`src/ldorc_pkg.sv`:
```
// Package for the regulator control register bank: offsets, fields, resets, timing.
// Assumes a 125 MHz APB clock and 32-bit APB data.
package ldorc_pkg;

  localparam int unsigned LDORC_CLK_MHZ = 125;

  // Register indices; byte address is four times the index
  localparam logic [7:0] LDORC_IDX_A = 8'h32;
  localparam logic [7:0] LDORC_IDX_B = 8'h33;
  localparam logic [7:0] LDORC_IDX_STATUS = 8'h34;
  localparam logic [11:0] LDORC_ADDR_A = {2'h0, LDORC_IDX_A, 2'h0};
  localparam logic [11:0] LDORC_ADDR_B = {2'h0, LDORC_IDX_B, 2'h0};
  localparam logic [11:0] LDORC_ADDR_STATUS = {2'h0, LDORC_IDX_STATUS, 2'h0};

  // Control register fields
  localparam int unsigned LDORC_A_CODE_W = 5;
  localparam int unsigned LDORC_B_CODE_W = 6;
  localparam int unsigned LDORC_EN_BIT = 6;
  localparam int unsigned LDORC_PRESET_BIT = 7;

  // Highest distinct codes; anything above selects the same top voltage
  localparam logic [5:0] LDORC_A_CODE_MAX = 6'h18;
  localparam logic [5:0] LDORC_B_CODE_MAX = 6'h30;

  // Reset values
  localparam logic [7:0] LDORC_A_RESET = 8'h0C;
  localparam logic [7:0] LDORC_B_RESET = 8'h18;

  // Status register fields
  localparam int unsigned LDORC_ST_B_CODE_LSB = 0;
  localparam int unsigned LDORC_ST_A_CODE_LSB = 8;
  localparam int unsigned LDORC_ST_A_EN_BIT = 16;
  localparam int unsigned LDORC_ST_B_EN_BIT = 17;
  localparam int unsigned LDORC_ST_RAMP_BIT = 18;
  localparam int unsigned LDORC_ST_PD_BIT = 19;

  // Time per ramp step and its cycle count
  localparam int unsigned LDORC_RAMP_STEP_NS = 80;
  localparam int unsigned LDORC_RAMP_STEP_CYC_RAW = (LDORC_RAMP_STEP_NS * LDORC_CLK_MHZ) / 1000;
  localparam int unsigned LDORC_RAMP_STEP_CYC = (LDORC_RAMP_STEP_CYC_RAW < 1) ? 1 : LDORC_RAMP_STEP_CYC_RAW;

  typedef enum logic [1:0]
  {
    LDORC_RAMP_IDLE = 2'h0,
    LDORC_RAMP_WAIT = 2'h1,
    LDORC_RAMP_STEP = 2'h3
  } ldorc_ramp_st_t;

endpackage

```
`src/ldorc_ramp.sv`:
```
// Ramp engine: walks an output code one step at a time toward a latched target.
// Assumes start is a one-cycle pulse with target valid in the same cycle.
`timescale 1ns/1ps
module ldorc_ramp
#(
  parameter int unsigned CODE_W = 6,
  parameter int unsigned STEP_CYC = ldorc_pkg::LDORC_RAMP_STEP_CYC,
  parameter logic [CODE_W-1:0] INIT_CODE = '0
)
(
  input wire logic pclk,
  input wire logic presetn,
  input wire logic start,
  input wire logic [CODE_W-1:0] target,
  output logic [CODE_W-1:0] code,
  output logic busy
);
  import ldorc_pkg::*;

  typedef struct packed
  {
    ldorc_ramp_st_t st;
    logic [CODE_W-1:0] goal;
    logic [CODE_W-1:0] cur;
    logic [15:0] cnt;
    logic busy;
  } ldorc_ramp_s_t;

  ldorc_ramp_s_t s_q;
  ldorc_ramp_s_t s_d;

  initial
  begin
    if (STEP_CYC < 1 || STEP_CYC > 65535 || CODE_W < 1)
    begin
      $error("ldorc_ramp: unsupported parameters");
    end
  end

  always_comb
  begin
    s_d = s_q;
    // A new start retargets even in mid-ramp
    if (start)
    begin
      s_d.goal = target;
      s_d.cnt = '0;
      s_d.st = (target == s_q.cur) ? LDORC_RAMP_IDLE : LDORC_RAMP_WAIT;
    end
    else
    begin
      case (s_q.st)
        LDORC_RAMP_IDLE:
        begin
          s_d.cnt = '0;
        end
        LDORC_RAMP_WAIT:
        begin
          s_d.cnt = s_q.cnt + 16'h0001;
          if (s_q.cnt == 16'(STEP_CYC - 1))
          begin
            s_d.st = LDORC_RAMP_STEP;
          end
        end
        LDORC_RAMP_STEP:
        begin
          s_d.cnt = '0;
          if (s_q.goal > s_q.cur)
          begin
            s_d.cur = s_q.cur + 1'b1;
          end
          else if (s_q.goal < s_q.cur)
          begin
            s_d.cur = s_q.cur - 1'b1;
          end
          s_d.st = (s_d.cur == s_q.goal) ? LDORC_RAMP_IDLE : LDORC_RAMP_WAIT;
        end
        default:
        begin
          s_d.st = LDORC_RAMP_IDLE;
        end
      endcase
    end
    // Registered so the port comes straight from a flop
    s_d.busy = (s_d.st != LDORC_RAMP_IDLE);
  end

  always_ff @(posedge pclk or negedge presetn)
  begin
    if (!presetn)
    begin
      s_q.st <= LDORC_RAMP_IDLE;
      s_q.goal <= INIT_CODE;
      s_q.cur <= INIT_CODE;
      s_q.cnt <= '0;
      s_q.busy <= 1'b0;
    end
    else
    begin
      s_q <= s_d;
    end
  end

  assign code = s_q.cur;
  assign busy = s_q.busy;

endmodule

```
`src/ldorc_regs.sv`:
```
// Control registers for two low-dropout regulators, reached over APB.
// Assumes a power-down sequencer driving power_down and a go pulse generator for regulator B.
//
// Behaviour
// - Regulator A takes a 5-bit code in bits 4:0, 0.600 V to 1.800 V in 50 mV steps, clamped above 11000, reset 01100.
// - With regulator A's bit 7 clear a new code applies at once, and bit 6 enables it, resetting to 0.
// - With regulator A's bit 7 set the code is a preset applied during power-down instead of disabling.
// - Regulator B takes a 6-bit code in bits 5:0, 0.600 V to 1.800 V in 25 mV steps, clamped above 110000, reset 011000.
// - With regulator B's bit 7 clear the output ramps to a new code only after go, and bit 6 enables it, resetting to 0.
// - With regulator B's bit 7 set the code is a preset that the output ramps to during power-down.
`timescale 1ns/1ps
module ldorc_regs
#(
  parameter int unsigned RAMP_STEP_CYC = ldorc_pkg::LDORC_RAMP_STEP_CYC
)
(
  input wire logic pclk,
  input wire logic presetn,
  input wire logic psel,
  input wire logic penable,
  input wire logic pwrite,
  input wire logic [11:0] paddr,
  input wire logic [31:0] pwdata,
  input wire logic [3:0] pstrb,
  output logic pready,
  output logic [31:0] prdata,
  output logic pslverr,
  input wire logic power_down,
  input wire logic regulator_b_ramp_go,
  output logic [ldorc_pkg::LDORC_A_CODE_W-1:0] regulator_a_applied_code,
  output logic regulator_a_on,
  output logic [ldorc_pkg::LDORC_B_CODE_W-1:0] regulator_b_applied_code,
  output logic regulator_b_on,
  output logic regulator_b_ramping
);
  import ldorc_pkg::*;

  typedef struct packed
  {
    logic [LDORC_A_CODE_W-1:0] a_code;
    logic a_enable;
    logic a_preset_sel;
    logic [LDORC_B_CODE_W-1:0] b_code;
    logic b_enable;
    logic b_preset_sel;
    logic [LDORC_A_CODE_W-1:0] a_applied;
    logic a_on;
    logic b_on;
    logic pd_prev;
    logic ready;
    logic [31:0] rdata;
    logic slverr;
  } ldorc_regs_s_t;

  ldorc_regs_s_t s_q;
  ldorc_regs_s_t s_d;

  logic ramp_start;
  logic [LDORC_B_CODE_W-1:0] ramp_target;
  logic [LDORC_B_CODE_W-1:0] ramp_code;
  logic ramp_busy;
  logic access;
  logic commit;
  logic hit_a;
  logic hit_b;
  logic hit_st;

  initial
  begin
    if (RAMP_STEP_CYC < 1 || RAMP_STEP_CYC > 65535)
    begin
      $error("ldorc_regs: RAMP_STEP_CYC out of range");
    end
  end

  // Codes above the top step select the top voltage
  function automatic logic [5:0] clamp_code(input logic [5:0] code, input logic [5:0] top);
    clamp_code = (code > top) ? top : code;
  endfunction

  function automatic logic [11:0] word_addr(input logic [11:0] addr);
    word_addr = {addr[11:2], 2'h0};
  endfunction

  assign hit_a = (word_addr(paddr) == LDORC_ADDR_A);
  assign hit_b = (word_addr(paddr) == LDORC_ADDR_B);
  assign hit_st = (word_addr(paddr) == LDORC_ADDR_STATUS);

  // One wait state: ready rises on the second access cycle, where the write lands
  assign access = psel && penable;
  assign commit = access && s_q.ready;

  // ramp only on go while preset mode is off
  // power-down entry ramps to the preset
  always_comb
  begin
    ramp_start = 1'b0;
    ramp_target = clamp_code(s_q.b_code, LDORC_B_CODE_MAX);
    if (power_down && !s_q.pd_prev && s_q.b_preset_sel)
    begin
      ramp_start = 1'b1;
    end
    else if (regulator_b_ramp_go && !s_q.b_preset_sel && !power_down)
    begin
      ramp_start = 1'b1;
    end
  end

  ldorc_ramp
  #(
    .CODE_W(LDORC_B_CODE_W),
    .STEP_CYC(RAMP_STEP_CYC),
    .INIT_CODE(LDORC_B_RESET[LDORC_B_CODE_W-1:0])
  )
  u_ramp
  (
    .pclk(pclk),
    .presetn(presetn),
    .start(ramp_start),
    .target(ramp_target),
    .code(ramp_code),
    .busy(ramp_busy)
  );

  always_comb
  begin
    s_d = s_q;
    s_d.pd_prev = power_down;

    // Bus answer path
    s_d.ready = access && !s_q.ready;
    if (access && !s_q.ready)
    begin
      s_d.slverr = !(hit_a || hit_b || hit_st);
      s_d.rdata = 32'h0000_0000;
      if (!pwrite && hit_a)
      begin
        // Bit 5 is reserved and reads zero
        s_d.rdata[LDORC_A_CODE_W-1:0] = s_q.a_code;
        s_d.rdata[LDORC_EN_BIT] = s_q.a_enable;
        s_d.rdata[LDORC_PRESET_BIT] = s_q.a_preset_sel;
      end
      else if (!pwrite && hit_b)
      begin
        s_d.rdata[LDORC_B_CODE_W-1:0] = s_q.b_code;
        s_d.rdata[LDORC_EN_BIT] = s_q.b_enable;
        s_d.rdata[LDORC_PRESET_BIT] = s_q.b_preset_sel;
      end
      else if (!pwrite && hit_st)
      begin
        s_d.rdata[LDORC_ST_B_CODE_LSB +: LDORC_B_CODE_W] = ramp_code;
        s_d.rdata[LDORC_ST_A_CODE_LSB +: LDORC_A_CODE_W] = s_q.a_applied;
        s_d.rdata[LDORC_ST_A_EN_BIT] = s_q.a_on;
        s_d.rdata[LDORC_ST_B_EN_BIT] = s_q.b_on;
        s_d.rdata[LDORC_ST_RAMP_BIT] = ramp_busy;
        s_d.rdata[LDORC_ST_PD_BIT] = power_down;
      end
    end
    else
    begin
      // Error stands only beside ready
      s_d.slverr = 1'b0;
    end

    // Register writes, low byte lane only; status is read-only
    if (commit && pwrite && pstrb[0])
    begin
      if (hit_a)
      begin
        s_d.a_code = pwdata[LDORC_A_CODE_W-1:0];
        s_d.a_enable = pwdata[LDORC_EN_BIT];
        s_d.a_preset_sel = pwdata[LDORC_PRESET_BIT];
      end
      else if (hit_b)
      begin
        s_d.b_code = pwdata[LDORC_B_CODE_W-1:0];
        s_d.b_enable = pwdata[LDORC_EN_BIT];
        s_d.b_preset_sel = pwdata[LDORC_PRESET_BIT];
      end
    end

    // Regulator A output control
    if (power_down)
    begin
      if (s_q.a_preset_sel)
      begin
        s_d.a_applied = 5'(clamp_code({1'b0, s_q.a_code}, LDORC_A_CODE_MAX));
        s_d.a_on = 1'b1;
      end
      else
      begin
        s_d.a_on = 1'b0;
      end
    end
    else
    begin
      s_d.a_on = s_q.a_enable;
      if (!s_q.a_preset_sel)
      begin
        s_d.a_applied = 5'(clamp_code({1'b0, s_q.a_code}, LDORC_A_CODE_MAX));
      end
    end

    // Regulator B enable; voltage comes from the ramp engine
    if (power_down)
    begin
      // stays on while ramping to preset
      s_d.b_on = s_q.b_preset_sel;
    end
    else
    begin
      s_d.b_on = s_q.b_enable;
    end
  end

  always_ff @(posedge pclk or negedge presetn)
  begin
    if (!presetn)
    begin
      s_q.a_code <= LDORC_A_RESET[LDORC_A_CODE_W-1:0];
      s_q.a_enable <= LDORC_A_RESET[LDORC_EN_BIT];
      s_q.a_preset_sel <= LDORC_A_RESET[LDORC_PRESET_BIT];
      s_q.b_code <= LDORC_B_RESET[LDORC_B_CODE_W-1:0];
      s_q.b_enable <= LDORC_B_RESET[LDORC_EN_BIT];
      s_q.b_preset_sel <= LDORC_B_RESET[LDORC_PRESET_BIT];
      s_q.a_applied <= LDORC_A_RESET[LDORC_A_CODE_W-1:0];
      s_q.a_on <= 1'b0;
      s_q.b_on <= 1'b0;
      s_q.pd_prev <= 1'b0;
      s_q.ready <= 1'b0;
      s_q.rdata <= 32'h0000_0000;
      s_q.slverr <= 1'b0;
    end
    else
    begin
      s_q <= s_d;
    end
  end

  assign pready = s_q.ready;
  assign prdata = s_q.rdata;
  assign pslverr = s_q.slverr;
  assign regulator_a_applied_code = s_q.a_applied;
  assign regulator_a_on = s_q.a_on;
  assign regulator_b_applied_code = ramp_code;
  assign regulator_b_on = s_q.b_on;
  assign regulator_b_ramping = ramp_busy;

endmodule

```
`config.mk`:
```
export PLATFORM = sky130hd
export DESIGN_NAME = ldorc_regs
export DESIGN_NICKNAME = d
export VERILOG_FILES = /design/src/ldorc_pkg.sv /design/src/ldorc_ramp.sv /design/src/ldorc_regs.sv
export SDC_FILE = /design/constraint.sdc
export NUM_CORES = 1
export LEC_CHECK = 0
export BUFFER_PORTS_ARGS = -buffer_cell sky130_fd_sc_hd__clkbuf_2
export CAP_MARGIN = 20
export CORE_MARGIN = 2
export CORE_UTILIZATION = 35
export CTS_BUF_LIST = sky130_fd_sc_hd__clkbuf_8
export CTS_CLUSTER_DIAMETER = 30
export DETAILED_ROUTE_END_ITERATION = 16
export PLACE_DENSITY = 0.61
export SKIP_CTS_REPAIR_TIMING = 1
export SYNTH_ARGS = -nofsm -noshare
export SYNTH_HDL_FRONTEND = slang
export SYNTH_SLANG_ARGS = --single-unit
```
`constraint.sdc`:
```
create_clock -name pclk -period 2.69 [get_ports pclk]
set_input_delay 0.1345 -clock pclk [delete_from_list [all_inputs] [get_ports pclk]]
set_output_delay 0.1345 -clock pclk [all_outputs]
set_load 0.05 [all_outputs]
```
==> results of run 1 <==
[per-layer routing]
metal	part of all wire	vias to the layer above	global-route usage
met4	0.012	0	0.0429
met1	0.48	1666	0.211
li1	-	1652	-
met5	0	-	0
met2	0.47	68	0.256
met3	0.035	14	0.0314
[area by class of cell]
type	instances	area share
Clock inverter	6	0.0187
Tap cell	168	0.0431
Timing Repair Buffer	74	0.0846
Multi-Input combinational cell	325	0.438
Sequential cell	73	0.377
Clock buffer	9	0.0254
Inverter	18	0.0138
[state kept, by name, indices dropped and copies added, names as in the netlist, 5 cells and up]
name	count
u_ramp.s_q	24
s_q	16
regulator_a_applied_code	5
u_ramp.code	6
prdata	17
[cell usage in the layout (no fill, tap or decap), types with 9 or more instances in the layout]
cell type	count
nand3_1	21
xnor2_1	15
clkbuf_2	57
nand2_1	67
mux2_2	16
conb_1	15
dfstp_2	10
clkbuf_8	9
a21oi_1	17
inv_1	17
xor2_1	16
buf_4	15
dfrtp_1	63
nor2_1	33
ha_1	14
o21ai_0	17
nand4_1	9
[path summary, 6_finish.rpt]
check / end / depth (start not counted)
worst max-delay path: u_ramp.busy$_DFF_PN0_ / 8
worst min-delay path: s_q[34]$_DFF_PN0_ / 1
worst max register to register: u_ramp.busy$_DFF_PN0_ / 8
worst min register to register: prdata[9]$_DFFE_PN0P_ / 2
max in group asynchronous: u_ramp.s_q[27]$_DFFE_PN1N_ / 3
min in group asynchronous: regulator_b_on$_DFF_PN0_ / 2
[critical path, stage by stage (launching register included)]
cell and delay, ns:
dfstp_2 0.54, inv_1 0.09, ha_1 0.32, and4_2 0.29, o21ai_1 0.15, a2111oi_0 0.46
o32ai_1 0.17, and4bb_4 0.35, o311ai_2 0.08
[power breakdown]
group | switching, W | total, W | internal [W] | leakage, nW
Combinational | 0.000303 | 0.000435 | 0.000132 | 1.22
Clock | 0.000431 | 0.000953 | 0.000522 | 0.110
Sequential | 0.0000338 | 0.00116 | 0.00113 | 0.944
Total | 0.000768 | 0.00255 | 0.00178 | 2.27
[metrics by stage]
stage / std cells / instance area [sq um] / power, W / hold slack (ns)
after floorplan: 473 / 4430 / 0.00152 / -0.161
after global placement: 657 / 4660 / 0.00161 / 0.193
after detailed placement: 657 / 4660 / 0.00162 / 0.203
after CTS: 672 / 4870 / 0.00257 / -0.185
after global routing: 673 / 4880 / 0.00267 / 0.0222
final: 673 / 4880 / 0.00255 / 0.0243
[cells by family (layout without fill, tap and decap cells)]
kind of cell             count (synthesis)  count (layout)
AND/OR/NAND/NOR                        169             169
AO/OA/AOI/OAI                           77              77
buffers and inverters                   75             107
flip-flops                              73              73
XOR/XNOR                                31              31
multiplexers                            19              19
adder cells (fa/ha/maj)                 14              14
other                                    1              15
==> results.yml, run 1 <==
status:
  status: "complete, no violations"
detailed_routing:
  wirelength_um: 10000
  dr.pass1.iters: 5
  vias_per_cell: 5.05
  vias: 3400
  dr.first_iter.drc_count: 185
  ant_nets: 0
  drcViolationCount: 0
  wl_per_cell_um: 14.9
sta:
  relSlewSlack: 0.534
  setup_violations: 0
  timing.final.crit_share: 0.962
  worst_slack_ns: 0.101
  rsz0062_at_grt: "no"
  fin_setup_tns_ns: 0
  slew_violations: 0
  min_period_ns: 2.59
  tightest_slew_ns: 0.693
  final_hold_viol_count: 0
  fmax_ghz: 0.386
  skew_ns: 0.0127
yosys:
  synth_cell_types: 64
  synthFlopType: "dfrtp_1"
  ys_ff_latch: 73
  synth-adder-area-share: 0.0400
  synth-xor-area-share: 0.0620
  synthArstFlopShare: 1.00
  synth_common_cells: "nand2_1 (67), dfrtp_1 (63), buf_4 (44), nor2_1 (33), nand3_1 (21)"
  synth_compound_area_frac: 0.129
  yosysTopAreaCellShare: 0.360
  synth_edf_count: 0
  synth_top_family_by_area: "simple AND/OR/NAND/NOR gates"
  postSynthAreaPerCell_sq_um: 9.54
  yosysSeqAreaShare: 0.420
  postSynthCellCount: 459
  synth.most_common_cell: "nand2_1"
  synth.largest_area_cell: "dfrtp_1"
  yosysWarnings: 0
  synth_area_leaders: "dfrtp_1 (36%), buf_4 (7.5%), dfstp_2 (6.0%)"
  synth_area_sq_mm: 0.00438
  synthMuxAreaShare: 0.0486
  yosys.area_share.simple: 0.195
worst_setup_path:
  criticalPathCategory: "reg2reg"
  worstPathMaxFanout: 4
  r2r-start: "u_ramp.code[4]$_DFFE_PN1P_"
  crit_start: "u_ramp.code[4]$_DFFE_PN1P_"
  rrSetupSlack_ns: 0.10
  cp.arrival_ns: 2.80
  required_ns: 2.90
  start_kind: "flop"
  endpoint_kind: "flop"
grt:
  grt_pass1_vias: 3255
  grt_usage: 0.156
  grt-ovfl-total: 0
  grt_max_degree: 31
  antenna_found_initial: 0
  grt_pass1_wl_um: 16600
final_layout:
  utilization: 0.403
  diodes: 0
  area_delta_synth_final_pct: 11.5
  fill_cells: 1228
  seq_area_sq_mm: 0.00184
  layout-drive-gt1-share: 0.257
  multiInputGateArea_sq_mm: 0.00214
  nNetsFinal: 570
floorplan:
  start_util: 0.361
  core-area_sq_mm: 0.0121
  rows: 40
  fp.dieH_um: 116
  die_area_sq_mm: 0.0134
  ioPinCount: 103
  die_w_um: 116
power_and_ir_drop:
  peakVddDrop_mv: 0.263
  cellLeakagePower_nw: 2.27
  powerDensity_mw_per_mm2: 522
clocking:
  cts_tree: "built"
  htree_levels: 3
  clkTransAtPathRegs_ns: 0.08
  clkLatencyLatePin_ns: 0.35
  cts_root_buf: "clkbuf_8"
  cts_num_sinks: 73
  cts_buffers: 9
  ctsLongestPathBuffers: 2
min_path:
  hp-start: "power_down"
  hold_path_class: "in2reg"
place:
  io_buffers: 58
  place_hpwl_um: 7600
  gp_congestion: 0.855
  dp_slack_ns: 0.165
flow_run:
  cap_violations: 0
(Power assumes the default switching activity.)
==> inputs of run 2 (changes only) <==
--- a/config.mk
+++ b/config.mk
@@ -6,7 +6,6 @@
 export NUM_CORES = 1
 export LEC_CHECK = 0
 export BUFFER_PORTS_ARGS = -buffer_cell sky130_fd_sc_hd__clkbuf_2
-export CAP_MARGIN = 20
 export CORE_MARGIN = 2
 export CORE_UTILIZATION = 35
 export CTS_BUF_LIST = sky130_fd_sc_hd__clkbuf_8
==> constraint.sdc (replaced) <==
create_clock -name pclk -period 2.69 [get_ports pclk]
set_input_delay 0.6725 -clock pclk [delete_from_list [all_inputs] [get_ports pclk]]
set_output_delay 0.6725 -clock pclk [all_outputs]
set_load 0.05 [all_outputs]
==> run 2 against run 1 <==
- total power decreased by 6.1%
- sequential power hardly changed
- clock-buffer cell count up 1
- utilization up 0.51 points
- wire length decreased by 3.1%
- sequential share of layout area is 0.47 points lower
- clock skew is 0.0015 ns lower
- critical path depth unchanged
- die area unchanged
- worst hold slack improved by 0.28 ns
- clock power down 19%
- highest routed layer unchanged
==> results.yml, run 2 (same netlist as run 1, synthesis figures left out) <==
sta:
  min_period_ns: 2.54
  skew_ns: 0.0112
  slew_violations: 0
  fmax_ghz: 0.394
  final_hold_viol_count: 0
  relSlewSlack: 0.625
  tightest_slew_ns: 0.562
  fin_setup_tns_ns: 0
  worst_slack_ns: 0.153
  timing.final.crit_share: 0.943
  setup_violations: 0
  rsz0062_at_grt: "no"
detailed_routing:
  vias_per_cell: 4.95
  wirelength_um: 9720
  drcViolationCount: 0
  ant_nets: 0
  dr.first_iter.drc_count: 247
  dr.pass1.iters: 4
  wl_per_cell_um: 14.3
  vias: 3374
grt:
  grt_util_met1: 0.205
  use_met3: 0.0377
  antenna_found_initial: 0
  busiest_layer: "met2"
  met2_usage: 0.248
  grt_usage: 0.152
  grt_pass1_vias: 3280
  grt_pass1_wl_um: 16200
  grt_max_degree: 50
  grt-ovfl-total: 0
place:
  io_buffers: 58
  dp_slack_ns: 0.110
  place_hpwl_um: 7370
  gp_congestion: 0.830
power_and_ir_drop:
  switching_share: 0.317
  intPower_w: 0.00163
  p_seq_frac: 0.484
  p_sw_w: 0.000759
  pwr-share-clk: 0.323
  powerDensity_mw_per_mm2: 484
  cellLeakagePower_nw: 2.30
  combPwrFrac: 0.193
  peakVddDrop_mv: 0.185
floorplan:
  rows: 40
  fp.dieH_um: 116
  ioPinCount: 103
  start_util: 0.361
  die_w_um: 116
  core-area_sq_mm: 0.0121
  die_area_sq_mm: 0.0134
final_layout:
  final_cell_mix: "nand2_1 (67), dfrtp_1 (63), clkbuf_2 (57)"
  top_register: "u_ramp.s_q"
  area_delta_synth_final_pct: 12.9
  largest_reg_flops: 24
  nNetsFinal: 577
  diodes: 0
  layout-drive-gt1-share: 0.283
  final_common_cell: "nand2_1"
clocking:
  cts_root_buf: "clkbuf_8"
  cts_num_sinks: 73
  clkTransAtPathRegs_ns: 0.08
  cts_buffers: 9
  cts_tree: "built"
  htree_levels: 3
  ctsLongestPathBuffers: 2
  clkLatencyLatePin_ns: 0.34
worst_setup_path:
  rrSetupSlack_ns: 0.15
  worst_path_max_delay_cell: "dfstp_2"
  cpPeakStageDelay_ns: 0.54
  crit_chain: "inv_1 -> ha_1 -> and4_4 -> a2111oi_4 -> mux2_4 -> o22ai_2 -> and4bb_4 -> o311ai_2"
  cp.arrival_ns: 2.73
  worstPathMaxFanout: 4
  start_kind: "flop"
  criticalPathCategory: "reg2reg"
  endpoint_kind: "flop"
  required_ns: 2.89
status:
  status: "complete, no violations"
min_path:
  hold_path_class: "in2async"
flow_run:
  cap_violations: 0
## run 2: power by group through the flow
stage	registers [W]	clock network, W	logic, W
after CTS	0.00116	0.000806	0.000453
final	0.00116	0.000774	0.000462
after floorplan	0.00119	0	0.000326
after global placement	0.00118	0	0.000445
after global routing	0.00116	0.000844	0.000512
after detailed placement	0.00118	0	0.000453
## run 2: final timing paths
kind                                                  from                     end  cells after the start
worst max-delay path            u_ramp.code[3]$_DFFE_PN1P_   u_ramp.busy$_DFF_PN0_                      8
worst min-delay path                               presetn  prdata[17]$_DFFE_PN0P_                      1
worst max register to register  u_ramp.code[3]$_DFFE_PN1P_   u_ramp.busy$_DFF_PN0_                      8
worst min register to register      prdata[16]$_DFFE_PN0P_  prdata[16]$_DFFE_PN0P_                      2
max in group asynchronous                          presetn     s_q[55]$_DFFE_PN1P_                      2
min in group pclk                   prdata[16]$_DFFE_PN0P_  prdata[16]$_DFFE_PN0P_                      2
## run 2: metrics by stage
| step | hold WS [ns] | cell area [sq um] | power (W) | cells | utilization |
|---|---|---|---|---|---|
| floorplan | 0.377 | 4430 | 0.00152 | 473 | - |
| global placement | 0.451 | 4710 | 0.00162 | 662 | 0.389 |
| detailed placement | 0.456 | 4710 | 0.00163 | 662 | 0.389 |
| CTS | 0.310 | 4880 | 0.00242 | 678 | 0.403 |
| global route | 0.325 | 4940 | 0.00252 | 681 | 0.408 |
| finish | 0.308 | 4940 | 0.00239 | 681 | 0.408 |
## run 2: cell type report
type                            count  area (sq um)
Sequential cell                    73          1840
Fill cell                        1217          7170
Clock inverter                      6          41.3
Clock buffer                       10           138
Multi-Input combinational cell    325          2170
Tap cell                          168           210
Timing Repair Buffer               81           475
Inverter                           18          67.6
## run 2: per-layer routing
| layer | part of all wire | up-vias |
|---|---|---|
| met5 | 0 | - |
| met4 | 0.0090 | 0 |
| met3 | 0.039 | 10 |
| met2 | 0.48 | 61 |
| met1 | 0.47 | 1648 |
| li1 | - | 1655 |
## run 2: worst max-delay path, delay by kind of cell, from the launching register on
kind | cells | cell delay (ns)
multiplexers | 1 | 0.34
AO/OA/AOI/OAI | 3 | 0.63
adder cells (fa/ha/maj) | 1 | 0.32
AND/OR/NAND/NOR | 2 | 0.50
flip-flops | 1 | 0.54
buffers and inverters | 1 | 0.05
==> inputs of run 3 (changes only) <==
--- a/config.mk
+++ b/config.mk
@@ -11,7 +11,7 @@
 export CTS_BUF_LIST = sky130_fd_sc_hd__clkbuf_8
 export CTS_CLUSTER_DIAMETER = 30
 export DETAILED_ROUTE_END_ITERATION = 16
-export PLACE_DENSITY = 0.61
+export PLACE_DENSITY = 0.59
 export SKIP_CTS_REPAIR_TIMING = 1
 export SYNTH_ARGS = -nofsm -noshare
 export SYNTH_HDL_FRONTEND = slang
==> constraint.sdc (replaced) <==
create_clock -name pclk -period 3.25 [get_ports pclk]
set_input_delay 0.8125 -clock pclk [delete_from_list [all_inputs] [get_ports pclk]]
set_output_delay 0.8125 -clock pclk [all_outputs]
set_load 0.05 [all_outputs]
==> run 3 against run 2 <==
- first-iteration DRC count decreased by 11%
- die area unchanged
- global-route usage decreased by 0.34 points
- via count decreased by 2.5%
- wire length decreased by 4.4%
- sequential cell count unchanged
- register-to-register slack improved by 0.22 ns
- critical endpoint unchanged
- largest cell class unchanged
==> results.yml, run 3 (same netlist as run 1, synthesis figures left out) <==
worst_setup_path:
  critPathTopFamily: "flip-flops"
  worst_path_max_delay_cell: "dfstp_2"
  rrSetupSlack_ns: 0.37
  criticalPathCategory: "reg2reg"
  crit_chain: "inv_1 -> ha_1 -> and4_2 -> a2111oi_4 -> mux2_1 -> o22ai_1 -> and4bb_4 -> o311ai_2"
  cp.arrival_ns: 3.07
  cp_num_buf_inv: 1
  endpoint_kind: "flop"
  start_kind: "flop"
  cpPeakStageDelay_ns: 0.65
  worstPathMaxFanout: 9
  required_ns: 3.44
sta:
  min_period_ns: 2.88
  skew_ns: 0.0114
  relSlewSlack: 0.587
  final_hold_viol_count: 0
  rsz0062_at_grt: "no"
  slew_violations: 0
  tightest_slew_ns: 0.619
  timing.final.crit_share: 0.886
  hold_slack_ns: 0.466
  fmax_ghz: 0.347
  fin_setup_tns_ns: 0
  setup_violations: 0
final_layout:
  largest_reg_flops: 24
  top_register: "u_ramp.s_q"
  diodes: 0
  area_delta_synth_final_pct: 10.0
  final_cell_mix: "nand2_1 (67), dfrtp_1 (63), clkbuf_2 (57)"
  nNetsFinal: 560
  final_common_cell: "nand2_1"
  fill_cells: 1240
  layout-drive-gt1-share: 0.244
detailed_routing:
  ant_nets: 0
  wl_per_cell_um: 14.0
  wirelength_um: 9290
  vias_per_cell: 4.96
  dr.pass1.iters: 4
  drcViolationCount: 0
  vias: 3291
  dr.first_iter.drc_count: 219
floorplan:
  ioPinCount: 103
  fp.dieH_um: 116
  die_area_sq_mm: 0.0134
  rows: 40
  start_util: 0.361
  core-area_sq_mm: 0.0121
  die_w_um: 116
flow_run:
  cap_violations: 0
place:
  gp_congestion: 0.844
  io_buffers: 58
  place_hpwl_um: 7080
grt:
  grt-ovfl-total: 0
  grt_pass1_vias: 3285
  grt_max_degree: 47
  grt_usage: 0.149
  grt_pass1_wl_um: 15800
  antenna_found_initial: 0
power_and_ir_drop:
  peakVddDrop_mv: 0.181
  cellLeakagePower_nw: 2.23
  powerDensity_mw_per_mm2: 432
min_path:
  hold_path_class: "in2async"
clocking:
  ctsLongestPathBuffers: 2
  htree_levels: 3
  cts_root_buf: "clkbuf_8"
  cts_num_sinks: 73
  clkTransAtPathRegs_ns: 0.08
  cts_buffers: 9
  clkLatencyLatePin_ns: 0.34
  cts_tree: "built"
status:
  status: "complete, no violations"
## run 3: final timing paths
check	start	to	cells after the start
worst max-delay path	u_ramp.code[3]$_DFFE_PN1P_	u_ramp.busy$_DFF_PN0_	8
worst min-delay path	presetn	prdata[17]$_DFFE_PN0P_	1
worst max register to register	u_ramp.code[3]$_DFFE_PN1P_	u_ramp.busy$_DFF_PN0_	8
worst min register to register	prdata[10]$_DFFE_PN0P_	prdata[10]$_DFFE_PN0P_	2
max in group asynchronous	presetn	u_ramp.s_q[26]$_DFFE_PN1N_	2
min in group pclk	prdata[10]$_DFFE_PN0P_	prdata[10]$_DFFE_PN0P_	2
## run 3: per-layer routing
layer,track usage,routed length [um],up-vias
met5,0,0,-
met4,0.0532,110,0
met3,0.0335,527,7
met2,0.246,4290,86
met1,0.193,4370,1569
li1,-,-,1629
## run 3: power breakdown
| part | total [W] | internal [W] | switching [W] | leakage (nW) |
|---|---|---|---|---|
| logic | 0.000339 | 0.000102 | 0.000237 | 1.18 |
| clock network | 0.000773 | 0.000432 | 0.000341 | 0.110 |
| registers | 0.000970 | 0.000934 | 0.0000362 | 0.944 |
## run 3: layout make-up
class | count | area [sq um] | share of cell area
multi-input combinational | 325 | 2140 | 0.443
sequential | 73 | 1840 | 0.382
timing repair buffer | 64 | 348 | 0.0722
tap | 168 | 210 | 0.0436
clock buffer | 9 | 124 | 0.0257
clock inverter | 6 | 91.3 | 0.0190
inverter | 18 | 67.6 | 0.0140
## run 3: stage by stage
stage	setup WS, ns	total power [W]	instances	area (sq um)	utilization
2_1_floorplan	0.694	0.00125	473	4430	-
3_3_place_gp	0.431	0.00132	648	4600	0.380
3_5_place_dp	0.419	0.00133	648	4600	0.380
4_1_cts	0.388	0.00211	663	4820	0.398
5_1_grt	0.224	0.00220	663	4820	0.398
6_report	0.372	0.00208	663	4820	0.398
## run 3: worst reg2reg max path, cell delays in order, from the launching register on
cell	delay (ns)
dfstp_2	0.65
inv_1	0.17
ha_1	0.35
and4_2	0.29
a2111oi_4	0.37
mux2_1	0.36
o22ai_1	0.15
and4bb_4	0.28
o311ai_2	0.11
